[src/include/ifrx_pkg.sv]
package ifrx_pkg;
    // ========================================================
    // register map (byte address = index * 4)
    localparam logic [3:0]  IDX_LOOP_CTRL   = 4'h7;
    localparam logic [3:0]  IDX_STAGE_GAIN  = 4'h8;
    localparam logic [3:0]  IDX_RESET_KEY   = 4'h9;
    localparam logic [3:0]  IDX_POWER_MODE  = 4'hA;
    localparam logic [3:0]  IDX_GAIN_RDBK   = 4'hB;
    localparam int          REG_W           = 18;
    // ========================================================
    // loop control fields
    localparam int F_HOLD      = 17;
    localparam int F_UTH       = 14;
    localparam int F_LTH       = 11;
    localparam int F_CAL       = 10;
    localparam int F_FAST      = 9;
    localparam int F_TIME      = 7;
    localparam int F_STEP1     = 6;
    localparam int F_DIS       = 5;
    localparam int F_BPF       = 2;
    localparam int F_LOF       = 0;
    localparam logic [17:0] LOOP_CTRL_RST = 18'h162CC;
    // stage gain fields
    localparam int F_MIXG      = 15;
    localparam int F_LOWG      = 14;
    localparam int F_MAN2      = 9;
    localparam int F_MAN1      = 3;
    localparam int F_OBG       = 0;
    localparam logic [17:0] STAGE_GAIN_RST = 18'h18001;
    // power mode fields
    localparam int F_HSRC      = 14;
    localparam int F_DEMOD     = 9;
    localparam int F_BS        = 4;
    localparam logic [17:0] POWER_MODE_RST = 18'h00220;
    // ========================================================
    // reset key and gain limits
    localparam logic [7:0]  RESET_KEY_VAL  = 8'hAA;
    localparam logic signed [5:0] G1_MIN   = -6'sd19;
    localparam logic signed [5:0] G1_MAX   = 6'sd21;
    localparam logic [4:0]  G2_MAX         = 5'd12;
    // ========================================================
    // timing
    localparam int CLK_HZ        = 100_000_000;
    localparam int CAL_TIME_US   = 1300;
    localparam int CAL_CYCLES    = CAL_TIME_US * (CLK_HZ / 1_000_000);
    localparam int STEP_BASE_CYC = 1000;
    typedef enum logic [1:0] {IFRX_LS_A, IFRX_LS_B, IFRX_LS_C, IFRX_LS_CONV} ifrx_lstate_t;
endpackage

[src/hw/ifrx_regs.sv]
// Local design decision: the AHB-Lite register port.
`timescale 1ns/1ps
// Summary of operation
// RULE_01: gain hold freezes both stage gains while loop active.
// RULE_02: upper threshold code 0..7 means -5..+2 dB, default 101.
// RULE_03: lower threshold code maps -8,-6,-4,-2,0,1,2,3 dB, default 100.
// RULE_04: above upper threshold gain drops, below lower threshold gain rises.
// RULE_05: disable bit 0 runs the loop, 1 stops it.
// RULE_06: rising edge of calibration bit starts 1.3 ms calibration, self-clears.
// RULE_07: adaptive speed uses code-00 interval for attack and release.
// RULE_08: step interval field sets time per one-step gain change.
// RULE_09: loop state A, B or C from stage levels against thresholds.
// RULE_10: first-stage step size 1 or 2 dB, default 2 dB.
// RULE_11: bandpass top bit selects F0, else F1..F4.
// RULE_12: local frequency code selects 45.9, 50.4, 57.6, 28.8 MHz.
// RULE_13: mixer gain code maps 42..56 dB in 2 dB steps.
// RULE_14: low-gain override fixes mixer gain at 28 dB.
// RULE_15: manual second-stage gain 0..12 dB used when loop disabled.
// RULE_16: manual first-stage gain -19..21 dB used when loop disabled.
// RULE_17: output buffer gain 0..15 dB in 3 dB steps, default 001.
// RULE_18: writing 0xAA to reset key triggers software reset.
// RULE_19: power pin low turns all off; block select enables cumulatively. Code 6 here leaves bit 4 off, although code 5 enables it.
// RULE_20: host never programs mode 1 or code 000 while powered.
// RULE_21: demod level codes map to 100,200,300,50,100,150 mVrms.
// RULE_22: current loop gain codes readable while loop enabled.
// RULE_23: hold source select picks register bit or hold pin.
// RULE_24: loop saturates gains at -19..21 and 0..12 dB.
// RULE_25: calibration bit reads one while calibration runs.
module ifrx_regs
    import ifrx_pkg::*;
#(
    parameter int CAL_CYC  = CAL_CYCLES,
    parameter int STEP_CYC = STEP_BASE_CYC
) (
    // clock and reset
    input  wire logic        hclk,
    input  wire logic        hresetn,
    input  wire logic        clk_en,
    // ahb-lite slave
    input  wire logic        hsel,
    input  wire logic [7:0]  haddr,
    input  wire logic [1:0]  htrans,
    input  wire logic        hwrite,
    input  wire logic [2:0]  hsize,
    input  wire logic [31:0] hwdata,
    input  wire logic        hready,
    output logic [31:0]      hrdata,
    output logic             hreadyout,
    output logic             hresp,
    // pins
    input  wire logic        power_down_pin_n,
    input  wire logic        gain_hold_pin,
    // level detector inputs from analog stages
    input  wire logic        stage1_above_upper,
    input  wire logic        stage1_below_lower,
    input  wire logic        stage2_above_upper,
    input  wire logic        stage2_below_lower,
    // analog controls
    output logic signed [5:0] first_stage_gain,
    output logic [4:0]       second_stage_gain,
    output logic [2:0]       loop_upper_threshold,
    output logic [2:0]       loop_lower_threshold,
    output logic [2:0]       bandpass_width_sel,
    output logic [2:0]       bandpass_filter_id,
    output logic [1:0]       local_freq_sel,
    output logic [5:0]       mixer_gain_db,
    output logic [3:0]       output_buffer_gain_db,
    output logic [2:0]       demod_output_level,
    output logic [6:0]       subblock_enable,
    output logic             cal_active,
    output logic             soft_reset
);
    // ========================================================
    // synchronisers for pins and analog comparators
    logic [5:0] sync1_q;
    logic [5:0] sync2_q;
    always_ff @(posedge hclk or negedge hresetn) begin
        if (!hresetn) begin
            sync1_q <= 6'h00;
            sync2_q <= 6'h00;
        end else if (clk_en) begin
            sync1_q <= {power_down_pin_n, gain_hold_pin, stage1_above_upper,
                        stage1_below_lower, stage2_above_upper, stage2_below_lower};
            sync2_q <= sync1_q;
        end
    end
    wire pdn_s  = sync2_q[5];
    wire hpin_s = sync2_q[4];
    wire s1_hi  = sync2_q[3];
    wire s1_lo  = sync2_q[2];
    wire s2_hi  = sync2_q[1];
    wire s2_lo  = sync2_q[0];

    // ========================================================
    // ahb address phase capture
    logic       wr_pend_q;
    logic [3:0] wr_idx_q;
    logic [31:0] rdata_q;
    wire        acc      = hsel && hready && htrans[1];
    wire [3:0]  acc_idx  = haddr[5:2];
    wire        wr_loop  = wr_pend_q && (wr_idx_q == IDX_LOOP_CTRL);
    wire        wr_gain  = wr_pend_q && (wr_idx_q == IDX_STAGE_GAIN);
    wire        wr_key   = wr_pend_q && (wr_idx_q == IDX_RESET_KEY);
    wire        wr_pwr   = wr_pend_q && (wr_idx_q == IDX_POWER_MODE);
    assign hreadyout = 1'b1;
    assign hresp     = 1'b0;
    assign hrdata    = rdata_q;

    // ========================================================
    // register storage
    logic [17:0] loop_q;
    logic [17:0] gain_q;
    logic [17:0] pwr_q;
    logic        cal_q;
    logic        reset_key_q;
    logic [21:0] cal_cnt_q;
    logic        cal_req_prev_q;
    wire         cal_wr_bit = hwdata[F_CAL];
    wire         cal_start  = wr_loop && cal_wr_bit && !cal_req_prev_q; // RULE_06
    wire         cal_done   = cal_q && (cal_cnt_q == 22'(CAL_CYC - 1));
    always_ff @(posedge hclk or negedge hresetn) begin
        if (!hresetn) begin
            wr_pend_q <= 1'b0;
            wr_idx_q  <= 4'h0;
            loop_q    <= LOOP_CTRL_RST;
            gain_q    <= STAGE_GAIN_RST;
            pwr_q     <= POWER_MODE_RST;
        end else if (clk_en) begin
            wr_pend_q <= acc && hwrite;
            wr_idx_q  <= acc_idx;
            if (reset_key_q) begin // RULE_18
                loop_q <= LOOP_CTRL_RST;
                gain_q <= STAGE_GAIN_RST;
                pwr_q  <= POWER_MODE_RST;
            end else begin
                if (wr_loop) loop_q <= hwdata[17:0];
                if (wr_gain) gain_q <= hwdata[17:0];
                if (wr_pwr)  pwr_q  <= hwdata[17:0];
            end
        end
    end

    // calibration sequencer, bit reads one until done
    always_ff @(posedge hclk or negedge hresetn) begin
        if (!hresetn) begin
            cal_q          <= 1'b0;
            cal_cnt_q      <= 22'h0;
            cal_req_prev_q <= 1'b0;
            reset_key_q         <= 1'b0;
        end else if (clk_en) begin
            if (wr_loop) cal_req_prev_q <= cal_wr_bit;
            else if (cal_done) cal_req_prev_q <= 1'b0;
            reset_key_q <= wr_key && (hwdata[7:0] == RESET_KEY_VAL); // RULE_18
            if (reset_key_q) begin
                cal_q     <= 1'b0;
                cal_cnt_q <= 22'h0;
            end else if (cal_start) begin // RULE_06
                cal_q     <= 1'b1;
                cal_cnt_q <= 22'h0;
            end else if (cal_done) begin
                cal_q <= 1'b0; // RULE_06
            end else if (cal_q) begin
                cal_cnt_q <= cal_cnt_q + 22'h1;
            end
        end
    end
    assign cal_active = cal_q;
    assign soft_reset = reset_key_q;

    // ========================================================
    // field decode
    wire       loop_off  = loop_q[F_DIS]; // RULE_05
    wire       hold      = pwr_q[F_HSRC] ? hpin_s : loop_q[F_HOLD]; // RULE_23
    wire       fast      = loop_q[F_FAST];
    wire [1:0] tcode     = loop_q[F_TIME +: 2];
    wire       step2     = loop_q[F_STEP1]; // RULE_10
    assign loop_upper_threshold = loop_q[F_UTH +: 3]; // RULE_02
    assign loop_lower_threshold = loop_q[F_LTH +: 3]; // RULE_03
    assign bandpass_width_sel   = loop_q[F_BPF +: 3];
    // F0 = 0, F1..F4 = 1..4
    assign bandpass_filter_id   = bandpass_width_sel[2] ? 3'd0
                                  : {1'b0, bandpass_width_sel[1:0]} + 3'd1; // RULE_11
    assign local_freq_sel       = loop_q[F_LOF +: 2]; // RULE_12
    wire [2:0] mix_code  = gain_q[F_MIXG +: 3];
    assign mixer_gain_db = gain_q[F_LOWG] ? 6'd28 // RULE_14
                           : 6'd42 + {2'b00, mix_code, 1'b0}; // RULE_13
    wire [2:0] obg_code  = gain_q[F_OBG +: 3];
    assign output_buffer_gain_db = 4'({obg_code, 1'b0} + {1'b0, obg_code}); // RULE_17
    assign demod_output_level    = pwr_q[F_DEMOD +: 3]; // RULE_21

    // power modes: LDOD, LDOA, LOBUF, MIX, IFBUF, LIMITER, DISCRI
    wire [2:0] bs = pwr_q[F_BS +: 3];
    always_comb begin
        subblock_enable = 7'h00;
        if (pdn_s) begin // RULE_19
            unique case (bs)
                3'd1:    subblock_enable = 7'b0000001;
                3'd2:    subblock_enable = 7'b0000011;
                3'd3:    subblock_enable = 7'b0000111;
                3'd4:    subblock_enable = 7'b0011111;
                3'd5:    subblock_enable = 7'b0111111;
                3'd6:    subblock_enable = 7'b1101111;
                3'd7:    subblock_enable = 7'b1111111;
                default: subblock_enable = 7'h00; // RULE_20
            endcase
        end
    end

    // ========================================================
    // gain loop state classification
    ifrx_lstate_t lstate;
    always_comb begin
        if (s1_hi)      lstate = IFRX_LS_A; // RULE_09
        else if (s2_hi) lstate = IFRX_LS_B;
        else if (s2_lo) lstate = IFRX_LS_C;
        else            lstate = IFRX_LS_CONV;
    end
    wire conv = (lstate == IFRX_LS_CONV) && !s1_lo;
    // interval quadruples per code; code 00 during attack/release when fast
    wire [1:0] eff_code = (fast && !conv) ? 2'b00 : tcode; // RULE_07
    wire [31:0] step_lim = (32'(STEP_CYC) << {eff_code, 1'b0}) - 32'h1; // RULE_08
    logic [31:0] step_cnt_q;
    wire step_tick = (step_cnt_q >= step_lim);

    logic signed [5:0] g1_q;
    logic [4:0]        g2_q;
    wire signed [6:0] g1_dn  = 7'(g1_q) - (step2 ? 7'sd2 : 7'sd1);
    wire signed [6:0] g1_up  = 7'(g1_q) + (step2 ? 7'sd2 : 7'sd1);
    // saturate at table limits
    wire signed [5:0] g1_dn_s = (g1_dn < 7'(G1_MIN)) ? G1_MIN : 6'(g1_dn); // RULE_24
    wire signed [5:0] g1_up_s = (g1_up > 7'(G1_MAX)) ? G1_MAX : 6'(g1_up); // RULE_24
    wire loop_run = !loop_off && !hold; // RULE_01
    always_ff @(posedge hclk or negedge hresetn) begin
        if (!hresetn) begin
            g1_q       <= 6'sd0;
            g2_q       <= 5'd0;
            step_cnt_q <= 32'h0;
        end else if (clk_en) begin
            if (!loop_run || step_tick) step_cnt_q <= 32'h0;
            else step_cnt_q <= step_cnt_q + 32'h1;
            if (loop_run && step_tick) begin // RULE_04
                if (s1_hi)                          g1_q <= g1_dn_s;
                else if (s2_hi && g2_q != 5'd0)     g2_q <= g2_q - 5'd1;
                else if (s2_lo && g2_q != G2_MAX)   g2_q <= g2_q + 5'd1; // RULE_24
                else if (s1_lo)                     g1_q <= g1_up_s;
            end
        end
    end
    // manual codes drive the stages when the loop is off
    assign first_stage_gain  = loop_off ? $signed(gain_q[F_MAN1 +: 6]) : g1_q; // RULE_16
    assign second_stage_gain = loop_off ? gain_q[F_MAN2 +: 5] : g2_q; // RULE_15

    // ========================================================
    // read data mux; reset key reads zero
    logic [17:0] rd_mux;
    always_comb begin
        unique case (acc_idx)
            IDX_LOOP_CTRL:  rd_mux = {loop_q[17:11], cal_q, loop_q[9:0]}; // RULE_25
            IDX_STAGE_GAIN: rd_mux = gain_q;
            IDX_POWER_MODE: rd_mux = pwr_q;
            IDX_GAIN_RDBK:  rd_mux = loop_off ? 18'h0 : {7'h0, g1_q, g2_q}; // RULE_22
            default:        rd_mux = 18'h0;
        endcase
    end
    always_ff @(posedge hclk or negedge hresetn) begin
        if (!hresetn) rdata_q <= 32'h0;
        else if (clk_en && acc && !hwrite) rdata_q <= {14'h0, rd_mux};
    end
endmodule

[config.mk]
export PLATFORM = sky130hd
export DESIGN_NAME = ifrx_regs
export DESIGN_NICKNAME = d
export VERILOG_FILES = /design/src/include/ifrx_pkg.sv /design/src/hw/ifrx_regs.sv
export SDC_FILE = /design/constraint.sdc
export NUM_CORES = 1
export LEC_CHECK = 0
export BUFFER_PORTS_ARGS = -buffer_cell sky130_fd_sc_hd__buf_4
export CAP_MARGIN = 20
export CORE_UTILIZATION = 62
export DETAILED_ROUTE_END_ITERATION = 8
export GPL_ROUTABILITY_DRIVEN = 0
export GPL_TIMING_DRIVEN = 1
export HOLD_SLACK_MARGIN = 0.03
export PLACE_DENSITY = 0.86
export SLEW_MARGIN = 15
export SYNTH_ARGS = -nofsm -noshare
export SYNTH_HDL_FRONTEND = slang
export SYNTH_SLANG_ARGS = --single-unit
export TNS_END_PERCENT = 20
[constraint.sdc]
create_clock -name hclk -period 6.18 [get_ports hclk]
set_clock_uncertainty 0.2 [all_clocks]
set_input_delay 0.618 -clock hclk [delete_from_list [all_inputs] [get_ports hclk]]
set_output_delay 0.618 -clock hclk [all_outputs]
set_load 0.01 [all_outputs]
* Word-level counts from Yosys, hierarchy flattened
Index checks and enable logic that the tools add are counted.
** Storage, ports and cells
- Flip-flop bits (word level) :: 157
- Bits of input ports :: 57
- Output and inout bits :: 81
- Logic and storage cells :: 133
** Cells by class
- Add/subtract/negate cells :: 10
- Magnitude comparators :: 3
- Eq/ne operators :: 22
- Shift-type cells :: 1
- Mux-type cells :: 37
- Bitwise logic cells :: 1
- Reduce and logical (&&, ||, !) cells :: 44
** Operator list (number)
- $mux 18 :: 6
- $mux 22 :: 4
- $pmux 18 s4 :: 1
- $pmux 7 s7 :: 1
- $mux 6 :: 8
- $add 32x1->32 const B :: 1
- $ge 32x32->1 :: 1
- $mux 32 :: 1
- $shl 10x3->32 const A :: 1
- $sub 32x1->32 const B :: 1
- $eq 4x4->1 const B :: 6
- $add 22x1->22 const B :: 1
- $eq 22x17->1 const B :: 1
- $logic_and 1x1->1 :: 19
- $mux 5 :: 3
- $eq 3x3->1 const B :: 4
- $reduce_bool 2->1 :: 6
- $mux 11 :: 1
- $reduce_and 2->1 :: 5
- $eq 4x3->1 const B :: 2
- $eq 8x8->1 const B :: 1
- $mux 2 :: 4
- $add 6x3->7 :: 1
- $gt 7x6->1 const B :: 1
- 24 further kinds :: 38

* Logic depth before layout (Yosys ltp)
Gate-level depths: netlist of the first run.
- Word-level depth :: 13
- Mapped depth :: 13

* Worst setup path after synthesis of the first run
Ideal clock, no wire load.
- Kind :: flip-flop to flip-flop
- Start :: reg sync2_q[1]
- End :: reg g1_q[4]
- Library setup time :: 121 ps
- Data arrival time :: 3088 ps
- Required time :: 5859 ps
- Slack :: 2771 ps
- Cell stages (with the launch flop) :: 14
- Buffers on the path :: 0
- Period minus slack after synthesis :: 3409 ps
- Cells stage by stage :: dfrtp_1 -> or2_2 -> o31ai_1 -> nand2_1 -> inv_1 -> ha_1 -> inv_1 -> ha_1 -> nand4_1 -> nor4_1 -> a22oi_1 -> a221oi_2 -> o21ai_0 -> a22o_1
** Between the ends
- Longest elaborated chain between the ends :: 12
- Elaborated cells between the ends (all ways) :: 14
** RTL lines
- start, declared :: line ifrx_regs.sv:76 : logic [5:0] sync2_q;
- start signal, assigned :: line ifrx_regs.sv:84 : sync2_q <= sync1_q;
- $mux 2 :: line ifrx_regs.sv:214 : else if (s2_hi) lstate = IFRX_LS_B;
- $mux 2 :: line ifrx_regs.sv:213 : if (s1_hi) lstate = IFRX_LS_A;
- $eq 2x2->1 :: line ifrx_regs.sv:218 : wire conv = (lstate == IFRX_LS_CONV) && !s1_lo;
- $logic_and 1x1->1 :: line ifrx_regs.sv:218
- $logic_not 1->1 :: line ifrx_regs.sv:220 : wire [1:0] eff_code = (fast && !conv) ? 2'b00 : tcode;
- $logic_and 1x1->1 :: line ifrx_regs.sv:220
- $mux 2 :: line ifrx_regs.sv:220
- $shl 10x3->32 :: line ifrx_regs.sv:221 : wire [31:0] step_lim = (32'(STEP_CYC) << {eff_code, 1'b0}) - 32'h1;
- $sub 32x1->32 :: line ifrx_regs.sv:221
- $ge 32x32->1 :: line ifrx_regs.sv:223 : wire step_tick = (step_cnt_q >= step_lim);
- $logic_and 1x1->1 :: line ifrx_regs.sv:241 : if (loop_run && step_tick) begin
- $reduce_and 5->1 (no line) *
- end signal, assigned :: line ifrx_regs.sv:242 : if (s1_hi) g1_q <= g1_dn_s;
- end signal, assigned :: line ifrx_regs.sv:245 : else if (s1_lo) g1_q <= g1_up_s;
- end, declared :: line ifrx_regs.sv:225 : logic signed [5:0] g1_q;
Mark *: on every way between the ends. The rest lies on a longest branch, timed or not.
A chain may end at the register's enable or synchronous reset.

* Final worst setup path of the first run
- Start :: reg sync2_q[1]
- End :: reg g2_q[2]
** Between the ends
- Longest elaborated chain between the ends :: 12
- Elaborated cells between the ends (all ways) :: 15
** RTL lines
- $mux 2 :: line ifrx_regs.sv:214
- $mux 2 :: line ifrx_regs.sv:213
- $eq 2x2->1 :: line ifrx_regs.sv:218
- $logic_and 1x1->1 :: line ifrx_regs.sv:218
- $logic_not 1->1 :: line ifrx_regs.sv:220
- $logic_and 1x1->1 :: line ifrx_regs.sv:220
- $mux 2 :: line ifrx_regs.sv:220
- $shl 10x3->32 :: line ifrx_regs.sv:221
- $sub 32x1->32 :: line ifrx_regs.sv:221
- $ge 32x32->1 :: line ifrx_regs.sv:223
- $logic_and 1x1->1 :: line ifrx_regs.sv:241
- $reduce_and 4->1 (no line)
- end signal, assigned :: line ifrx_regs.sv:243 : else if (s2_hi && g2_q != 5'd0) g2_q <= g2_q - 5'd1;
- end signal, assigned :: line ifrx_regs.sv:244 : else if (s2_lo && g2_q != G2_MAX) g2_q <= g2_q + 5'd1;
- end, declared :: line ifrx_regs.sv:226 : logic [4:0] g2_q;
Parallel ways exist; a longest one is shown, timed or not.

==> results of run 1 <==
[logic make-up after synthesis]
logic type	after synthesis	share of synthesized area, %
simple gates	303	17.3
compound gates	217	16.7
flops	156	44.1
buf+inv	128	7.28
xor+xnor	48	4.73
mux	38	4.59
fa+ha+maj	35	5.27
other cells	2	0.0846
[power breakdown]
part	internal (W)	leakage [nW]	switching, W	total, W
Sequential	0.00111	2.00	0.0000913	0.00120
Combinational	0.000221	2.45	0.000254	0.000474
Clock	0.000569	0.282	0.000458	0.00103
[cell type report]
cell class / instances / area [µm²]
inverters: 53 / 199
flip-flops and latches: 156 / 3920
clock inverters: 15 / 150
repair buffers: 110 / 852
multi-input cells: 658 / 4400
fillers: 1005 / 3760
clock buffers: 17 / 425
well taps: 180 / 225
[worst paths after layout]
kind | end | slack [ns] | cells past startpoint
worst max-delay path | g2_q[2] | 2.06 | 13
worst min-delay path | gain_q[15] | 0.21 | 2
worst max register to register | g2_q[2] | 2.06 | 13
worst min register to register | hrdata[1] | 0.28 | 1
max in group asynchronous | hrdata[10] | 3.97 | 4
min in group asynchronous | hrdata[3] | 0.49 | 2
[synth_stat cells (15+ instances only)]
cell type and instances:
xor2_1 25, mux2i_1 16, nor3_1 15, inv_1 52, nand4_1 18, o21ai_0 61
ha_1 31, a21oi_1 32, a22oi_1 24, nand2_1 102, xnor2_1 23, mux2_2 22
a21o_1 15, buf_4 34, nor2_1 64, clkbuf_1 30, nand3_1 30, dfrtp_1 143
[through the flow]
step	hold WS [ns]	cells	total power, W	setup WS [ns]
detailed placement	0.267	1155	0.00168	2.13
global route	0.204	1189	0.00281	1.87
finish	0.213	1189	0.00270	2.06
floorplan	0.122	942	0.00150	2.77
CTS	0.176	1187	0.00270	2.12
global placement	0.261	1155	0.00166	2.29
[sequential cells by signal, indices dropped and copies added, names as in the netlist, 4 cells and up]
name / flops
gain_q: 18
cal_cnt_q: 22
g1_q: 6
step_cnt_q: 32
g2_q: 5
pwr_q: 18
wr_idx_q: 4
sync2_q: 6
loop_q: 17
hrdata: 18
sync1_q: 6
[worst register-to-register path, cell delays in order (launching register included)]
cell	delay (ns)
dfrtp_1	0.41
or2_2	0.31
o31ai_1	0.29
nand2_1	0.27
inv_1	0.21
ha_1	0.20
inv_1	0.05
ha_1	0.29
o21ai_0	0.15
nor2_1	0.07
a2111oi_2	0.69
nand2_1	0.25
nand2_1	0.25
mux2_2	0.37
[layer usage]
layer	part of all wire, %	track usage [%]	vias up
li1	-	-	3410
met1	42	41.8	3712
met2	48	49.3	310
met3	7.0	6.98	45
met4	2.3	12.2	0
met5	0	0	-
==> flow_summary.toml, run 1 <==
[timing]
clock.fmax_ghz = 0.243
slew_headroom_pct = 38.1
hold_violations = 0
period_share_pct = 66.6
fin_crit_ns = 4.12
rsz0062_at_grt = "false"
slew_violations = 0
tns_ns = 0
setup_violations = 0
tightestPinTransition_ns = 0.925

[layout]
final_nets = 1088
drive_above_1_share_pct = 20.2
utilization_pct = 73.0
finish.instance_area_mm2 = 0.0102
layout_common_cells = "dfrtp_1 (143), buf_4 (107), nand2_1 (102)"
final_common_cell = "dfrtp_1"
area_delta_synth_final_pct = 14.5
diodes = 0

[min_path]
hp-start = "hwdata[15]"
hold_path.class = "primary input to flip-flop"

[cts]
cts_buffers = 17
clockRootBuffer = "clkbuf_16"
cts_tree = "built"
clock_sinks = 156
h-tree-depth = 4
insertion_delay_ns = 0.43
clk_pin_slew_ns = 0.07
postCtsResizedCells = 0
postCtsHoldBufs = 0
cts_buffer_depth = 2
cts_setup_buffers = 0

[setup_path]
cp_slowest_stage_delay_ns = 0.69
worstSetupPathType = "flip-flop to flip-flop"
cp_num_buf_inv = 2
crit_start = "sync2_q[1]"
cp-end-kind = "flip-flop"
cp_top_family = "simple AND/OR/NAND/NOR gates"
timing.rr.start = "sync2_q[1]"
slowest_stage = "a2111oi_2"
crit_chain = "or2_2 -> o31ai_1 -> nand2_1 -> inv_1 -> ha_1 -> inv_1 -> ha_1 -> o21ai_0 -> nor2_1 -> a2111oi_2 -> nand2_1 -> nand2_1 -> mux2_2"
start_kind = "flip-flop"
path_max_fanout = 7
cpMostUsedCell = "nand2_1"
worst_ep_required_time_ns = 6.29
cp.arrival_ns = 4.23

[yosys]
synth_top_area_share_pct = 40.3
async_flop_share_pct = 100
yosysTopAreaCell = "dfrtp_1"
yosysUniqueCellTypes = 79
syn_area_mm2 = 0.00888
synth.area.top_cells = "dfrtp_1 (40%), ha_1 (4.4%), nand2_1 (4.3%)"
avgSynthCellArea_um2 = 9.58
synth_seq_area_share_pct = 44.1
synthCells = 927
dominantRegCellSynth = "dfrtp_1"
ys_ff_latch = 156
ys_warn_count = 0
synth_edf_count = 0

[drt]
drt_pass1_iterations = 5
vias = 7477
routed_wirelength_um = 21800
wire_per_inst_um = 18.3
drcViolationCount = 0
routed_via_density = 6.29
detail_route.iter0.violations = 811
drtAntennaViolNets = 0

[die]
die_area_mm2 = 0.0148
initial_core_util_pct = 63.7
num_io_pins = 138
die_h_um = 122
dieWidth_um = 122
core_area_mm2 = 0.0139
rows = 43

[pwr]
ir_worst_vdd_uv = 206
leakage_nw = 4.73
p_per_area_mw_per_mm2 = 265

[global_route]
grt_max_degree = 112
grt_pass1_vias = 7114
overflow = 0
track_usage_pct = 31.2
grt_antenna_before_repair = 0
grt_pass1_wl_um = 35500

[placed_design]
io_buffers = 98
dpl_cell_area_mm2 = 0.00956
dp_hpwl_um = 14500

[run]
drv_cap = 0

[run_status]
status = "completed"
(Power assumes the default switching activity.)
==> run 2: changes to the inputs <==
--- a/config.mk
+++ b/config.mk
@@ -7,12 +7,12 @@
 export LEC_CHECK = 0
 export BUFFER_PORTS_ARGS = -buffer_cell sky130_fd_sc_hd__buf_4
 export CAP_MARGIN = 20
-export CORE_UTILIZATION = 62
+export CORE_UTILIZATION = 52
 export DETAILED_ROUTE_END_ITERATION = 8
 export GPL_ROUTABILITY_DRIVEN = 0
 export GPL_TIMING_DRIVEN = 1
 export HOLD_SLACK_MARGIN = 0.03
-export PLACE_DENSITY = 0.86
+export PLACE_DENSITY = 0.77
 export SLEW_MARGIN = 15
 export SYNTH_ARGS = -nofsm -noshare
 export SYNTH_HDL_FRONTEND = slang
==> constraint.sdc (replaced) <==
create_clock -name hclk -period 3.5 [get_ports hclk]
set_clock_uncertainty 0.2 [all_clocks]
set_input_delay 0.35 -clock hclk [delete_from_list [all_inputs] [get_ports hclk]]
set_output_delay 0.35 -clock hclk [all_outputs]
set_load 0.01 [all_outputs]
==> run 2 against run 1 <==
Effect of this change:
- non-clock buffer count is 60 higher
- routed wire length rose by 7.6%
- sequential power increased by 76%
- register-to-register slack got worse by 2.0 ns
- first-iteration DRC count decreased by 22%
- combinational power is 100% higher
- critical endpoint is now g1_q[4]
==> flow_summary.toml, run 2 (same netlist as run 1, synthesis figures left out) <==
[run_status]
status = "completed"

[die]
initial_core_util_pct = 53.4
num_io_pins = 138
die_area_mm2 = 0.0176
die_h_um = 133
rows = 47
core_area_mm2 = 0.0166
dieWidth_um = 133

[timing]
setup_violations = 0
slew_violations = 0
tightestPinTransition_ns = 0.959
rsz0062_at_grt = "true"
tns_ns = 0
fin_crit_ns = 3.48
hold_violations = 0
period_share_pct = 99.5
timing.hold.ws_ns = 0.0479
clock.fmax_ghz = 0.287
slew_headroom_pct = 36.0

[placed_design]
dp.cells = 1221
io_buffers = 98
dpl_cell_area_mm2 = 0.00984
dp_hpwl_um = 15500

[cts]
cts_buffers = 17
insertion_delay_ns = 0.44
cts_buffer_depth = 2
clock_sinks = 156
h-tree-depth = 4
clockRootBuffer = "clkbuf_16"
clk_pin_slew_ns = 0.06
cts_tree = "built"

[min_path]
hp-start = "hwdata[4]"
hold_path.class = "primary input to flip-flop"

[pwr]
leakage_nw = 5.02
p_per_area_mw_per_mm2 = 445
ir_worst_vdd_uv = 385

[layout]
drive_above_1_share_pct = 24.4
largest_register_ffs = 32
reg_top3 = "step_cnt_q x32, cal_cnt_q x22"
finish.instance_area_mm2 = 0.0110
diodes = 0
stdcell_count = 1289
utilization_pct = 66.0
final_nets = 1148
largest-register = "step_cnt_q"
final_common_cell = "dfrtp_1"
layout_common_cells = "dfrtp_1 (143), buf_4 (134), nand2_1 (99)"
area_delta_synth_final_pct = 23.7

[global_route]
grt_pass1_vias = 7408
track_usage_pct = 27.3
grt_antenna_before_repair = 0
overflow = 0
grt_pass1_wl_um = 37800
grt_max_degree = 84

[setup_path]
cpMostUsedCell = "buf_4"
timing.rr.start = "sync2_q[0]"
crit_chain = "or2_4 -> o31ai_4 -> nand2_2 -> buf_6 -> ha_4 -> inv_4 -> ha_4 -> nand4_1 -> nor2_2 -> a2111oi_4 -> buf_4 -> a221oi_2 -> buf_4 -> buf_4 -> a22o_1"
crit_path_end = "g1_q[4]"
rr_endpoint = "g1_q[4]"
worstSetupPathType = "flip-flop to flip-flop"
worst_ep_required_time_ns = 3.62
start_kind = "flip-flop"
cp-end-kind = "flip-flop"
slowest_stage = "dfrtp_1"
path_max_fanout = 6
crit_start = "sync2_q[0]"
cp_slowest_stage_delay_ns = 0.38
cp.arrival_ns = 3.61
r2r_cells = 15
r2r_setup_slack_ns = 0.02

[drt]
drtAntennaViolNets = 0
drcViolationCount = 0
routed_wirelength_um = 23400
wire_per_inst_um = 18.2
detail_route.iter0.violations = 635
vias = 7683
routed_via_density = 5.96
drt_pass1_iterations = 6

[run]
drv_cap = 0
run 2: final cells by class:
class / count / area [µm²]
Timing Repair Buffer: 170 / 1400
Tap cell: 220 / 275
Fill cell: 1292 / 5660
Multi-Input combinational cell: 658 / 4610
Clock inverter: 13 / 131
Inverter: 53 / 204
Sequential cell: 156 / 3920
Clock buffer: 19 / 443
run 2: report_power, final:
part / total (W) / switching, W / internal (W)
combinational: 0.000952 / 0.000487 / 0.000464
sequential: 0.00211 / 0.000159 / 0.00196
clock: 0.00182 / 0.000809 / 0.00102
run 2: how the worst min path moves through the flow:
stage	slack, ns	depth (start not counted)	to
finish	0.05	3	loop_q[4]
global route	0.06	3	pwr_q[4]
CTS	0.04	3	pwr_q[4]
detailed placement	0.25	1	hrdata[15]
global placement	0.25	1	loop_q[15]
floorplan	-0.15	0	cal_active
run 2: metal layers:
| metal | vias to the layer above | routed length [µm] | global-route usage (%) |
|---|---|---|---|
| met5 | - | 0 | 0 |
| met4 | 0 | 580 | 10.4 |
| met3 | 55 | 1540 | 4.90 |
| met2 | 334 | 11400 | 44.3 |
| met1 | 3762 | 9960 | 36.4 |
| li1 | 3532 | - | - |
run 2: worst max-delay path: cells and delay by family (launching register included):
family / cells / cell delay, ns
compound gates: 4 / 0.92
flops: 1 / 0.38
buf+inv: 5 / 0.70
fa+ha+maj: 2 / 0.50
simple gates: 4 / 0.67
run 2: timing repair:
| action | in CTS | in global routing |
|---|---|---|
| buffers inserted | 2 | 5 |
| resized for setup | 5 | 35 |
| hold buffers | 29 | 0 |
| pin swaps | 1 | 15 |
| endpoints found under the setup margin | 39 | 41 |
| cloned | 0 | 0 |
| hold endpoints to repair | 122 | 0 |
run 2: per-stage QoR:
step                total power (W)  setup slack (ns)
floorplan                   0.00264            0.0913
global placement            0.00298           -0.0124
detailed placement          0.00301            -0.111
CTS                         0.00486            0.0477
global route                0.00508            -0.139
finish                      0.00489            0.0166
==> run 3: changes to the inputs <==
--- a/config.mk
+++ b/config.mk
@@ -12,7 +12,7 @@
 export GPL_ROUTABILITY_DRIVEN = 0
 export GPL_TIMING_DRIVEN = 1
 export HOLD_SLACK_MARGIN = 0.03
-export PLACE_DENSITY = 0.77
+export PLACE_DENSITY_LB_ADDON = 0.1
 export SLEW_MARGIN = 15
 export SYNTH_ARGS = -nofsm -noshare
 export SYNTH_HDL_FRONTEND = slang
==> run 3 against run 2 <==
Effect of this change:
- register-to-register slack gained 0.15 ns
- routed wire length is 4.7% lower
- sequential power about the same
- combinational power down 5.9%
- largest cell class unchanged
==> flow_summary.toml, run 3 (same netlist as run 1, synthesis figures left out) <==
[timing]
setup_violations = 0
hold_violations = 0
tns_ns = 0
slew_headroom_pct = 32.7
rsz0062_at_grt = "false"
period_share_pct = 95.1
clock.fmax_ghz = 0.300
tightestPinTransition_ns = 1.01
slew_violations = 0
fin_crit_ns = 3.33

[layout]
finish.instance_area_mm2 = 0.0108
final_common_cell = "dfrtp_1"
largest_register_ffs = 32
diodes = 0
fillers = 1378
stdcell_count = 1282
area_delta_synth_final_pct = 21.6
layout_common_cells = "dfrtp_1 (143), buf_4 (133), nand2_1 (99)"
multiInputGateArea_mm2 = 0.00444
reg_top3 = "step_cnt_q x32, cal_cnt_q x22"
seq_area_mm2 = 0.00392
largest-register = "step_cnt_q"
final_nets = 1141
drive_above_1_share_pct = 22.5

[cts]
clockRootBuffer = "clkbuf_16"
cts_tree = "built"
clock_sinks = 156
cts_buffers = 17
h-tree-depth = 4
insertion_delay_ns = 0.43
clk_pin_slew_ns = 0.07
cts_buffer_depth = 2

[setup_path]
cp_slowest_stage_delay_ns = 0.37
worstSetupPathType = "flip-flop to flip-flop"
cp-end-kind = "flip-flop"
cpMostUsedCell = "buf_4"
path_max_fanout = 6
worst_ep_required_time_ns = 3.62
crit_chain = "or2_4 -> o31ai_4 -> nand2_2 -> buf_4 -> ha_1 -> inv_1 -> ha_1 -> nand4_1 -> nor2_1 -> a2111oi_2 -> buf_4 -> a221oi_2 -> buf_4 -> buf_4 -> a22o_1"
cp.arrival_ns = 3.45
start_kind = "flip-flop"
crit_start = "sync2_q[1]"
slowest_stage = "dfrtp_1"
timing.rr.start = "sync2_q[1]"

[drt]
routed_via_density = 5.77
drt_pass1_iterations = 4
drcViolationCount = 0
drtAntennaViolNets = 0
vias = 7391
routed_wirelength_um = 22400
wire_per_inst_um = 17.4
detail_route.iter0.violations = 605

[placed_design]
io_buffers = 98
dpl_cell_area_mm2 = 0.00984
dp_hpwl_um = 15500
dp.cells = 1222

[pwr]
p_per_area_mw_per_mm2 = 468
ir_worst_vdd_uv = 425
power_w = 0.00506
leakage_nw = 5.02

[min_path]
hp-start = "hwdata[12]"
hold_path.class = "primary input to flip-flop"

[global_route]
grt_pass1_wl_um = 36800
grt_max_degree = 71
grt_antenna_before_repair = 0
track_usage_pct = 26.6
overflow = 0
grt_pass1_vias = 7092

[die]
num_io_pins = 138
dieWidth_um = 133
die_h_um = 133
initial_core_util_pct = 53.4
rows = 47
die_area_mm2 = 0.0176
core_area_mm2 = 0.0166

[run]
drv_cap = 0

[run_status]
status = "completed"
==> run 3: cell types whose count changed in the layout (fill, tap and decap cells not counted), moves of 3 or more <==
cell and change:
ha_4 -10, ha_1 +11, bufinv_16 +3, buf_6 -3, inv_1 +3, inv_8 +4
==> run 3: worst max-delay path: cells and delay by family, from the launching register on <==
kind            cells  cell delay, ns
simple gates        4            0.54
compound gates      4            0.86
buf+inv             5            0.69
flops               1            0.37
fa+ha+maj           2            0.54
==> run 3: power by group <==
group	total, W	leakage [nW]	internal, W	switching, W
combinational	0.000896	2.70	0.000441	0.000455
sequential	0.00211	2.00	0.00196	0.000157
clock	0.00205	0.322	0.00123	0.000822
total	0.00506	5.02	0.00362	0.00143
==> run 3: stage by stage <==
stage	util (%)	setup WS, ns	hold slack (ns)
4_1_cts	64.7	0.0444	0.0320
6_report	64.9	0.170	0.0410
3_3_place_gp	59.1	-0.0135	0.148
5_1_grt	64.9	0.000457	0.0495
2_1_floorplan	-	0.0913	-0.146
3_5_place_dp	59.1	-0.0373	0.149
==> run 3: layout make-up <==
class / instances / area share [%]
clock buffers: 17 / 3.94
clock inverters: 15 / 2.08
inverters: 53 / 1.84
multi-input cells: 658 / 41.1
flip-flops and latches: 156 / 36.3
well taps: 220 / 2.55
repair buffers: 163 / 12.2
==> run 3: metal layers <==
metal,global-route usage (%),up-vias,routed length (µm)
met3,4.02,32,1100
met5,0,-,0
met4,9.32,0,429
met2,40.9,215,10300
li1,-,3519,-
met1,38.3,3625,10600
==> run 3: worst paths after layout <==
| check | slack (ns) | cells after the start | to |
|---|---|---|---|
| min in group asynchronous | 0.24 | 2 | pwr_q[4] |
| max | 0.17 | 15 | g1_q[4] |
| min reg2reg | 0.28 | 1 | hrdata[2] |
| max in group asynchronous | 2.05 | 3 | step_cnt_q[20] |
| min | 0.04 | 3 | pwr_q[12] |
| max reg2reg | 0.17 | 15 | g1_q[4] |
==> run 3: what timing repair did <==
item                                   CTS  global route
endpoints found under the hold margin   95             0
setup endpoints to repair                6            40
setup buffers                            1             0
hold buffers                            27             0
pin swaps                                1             4
resized for setup                        1             9
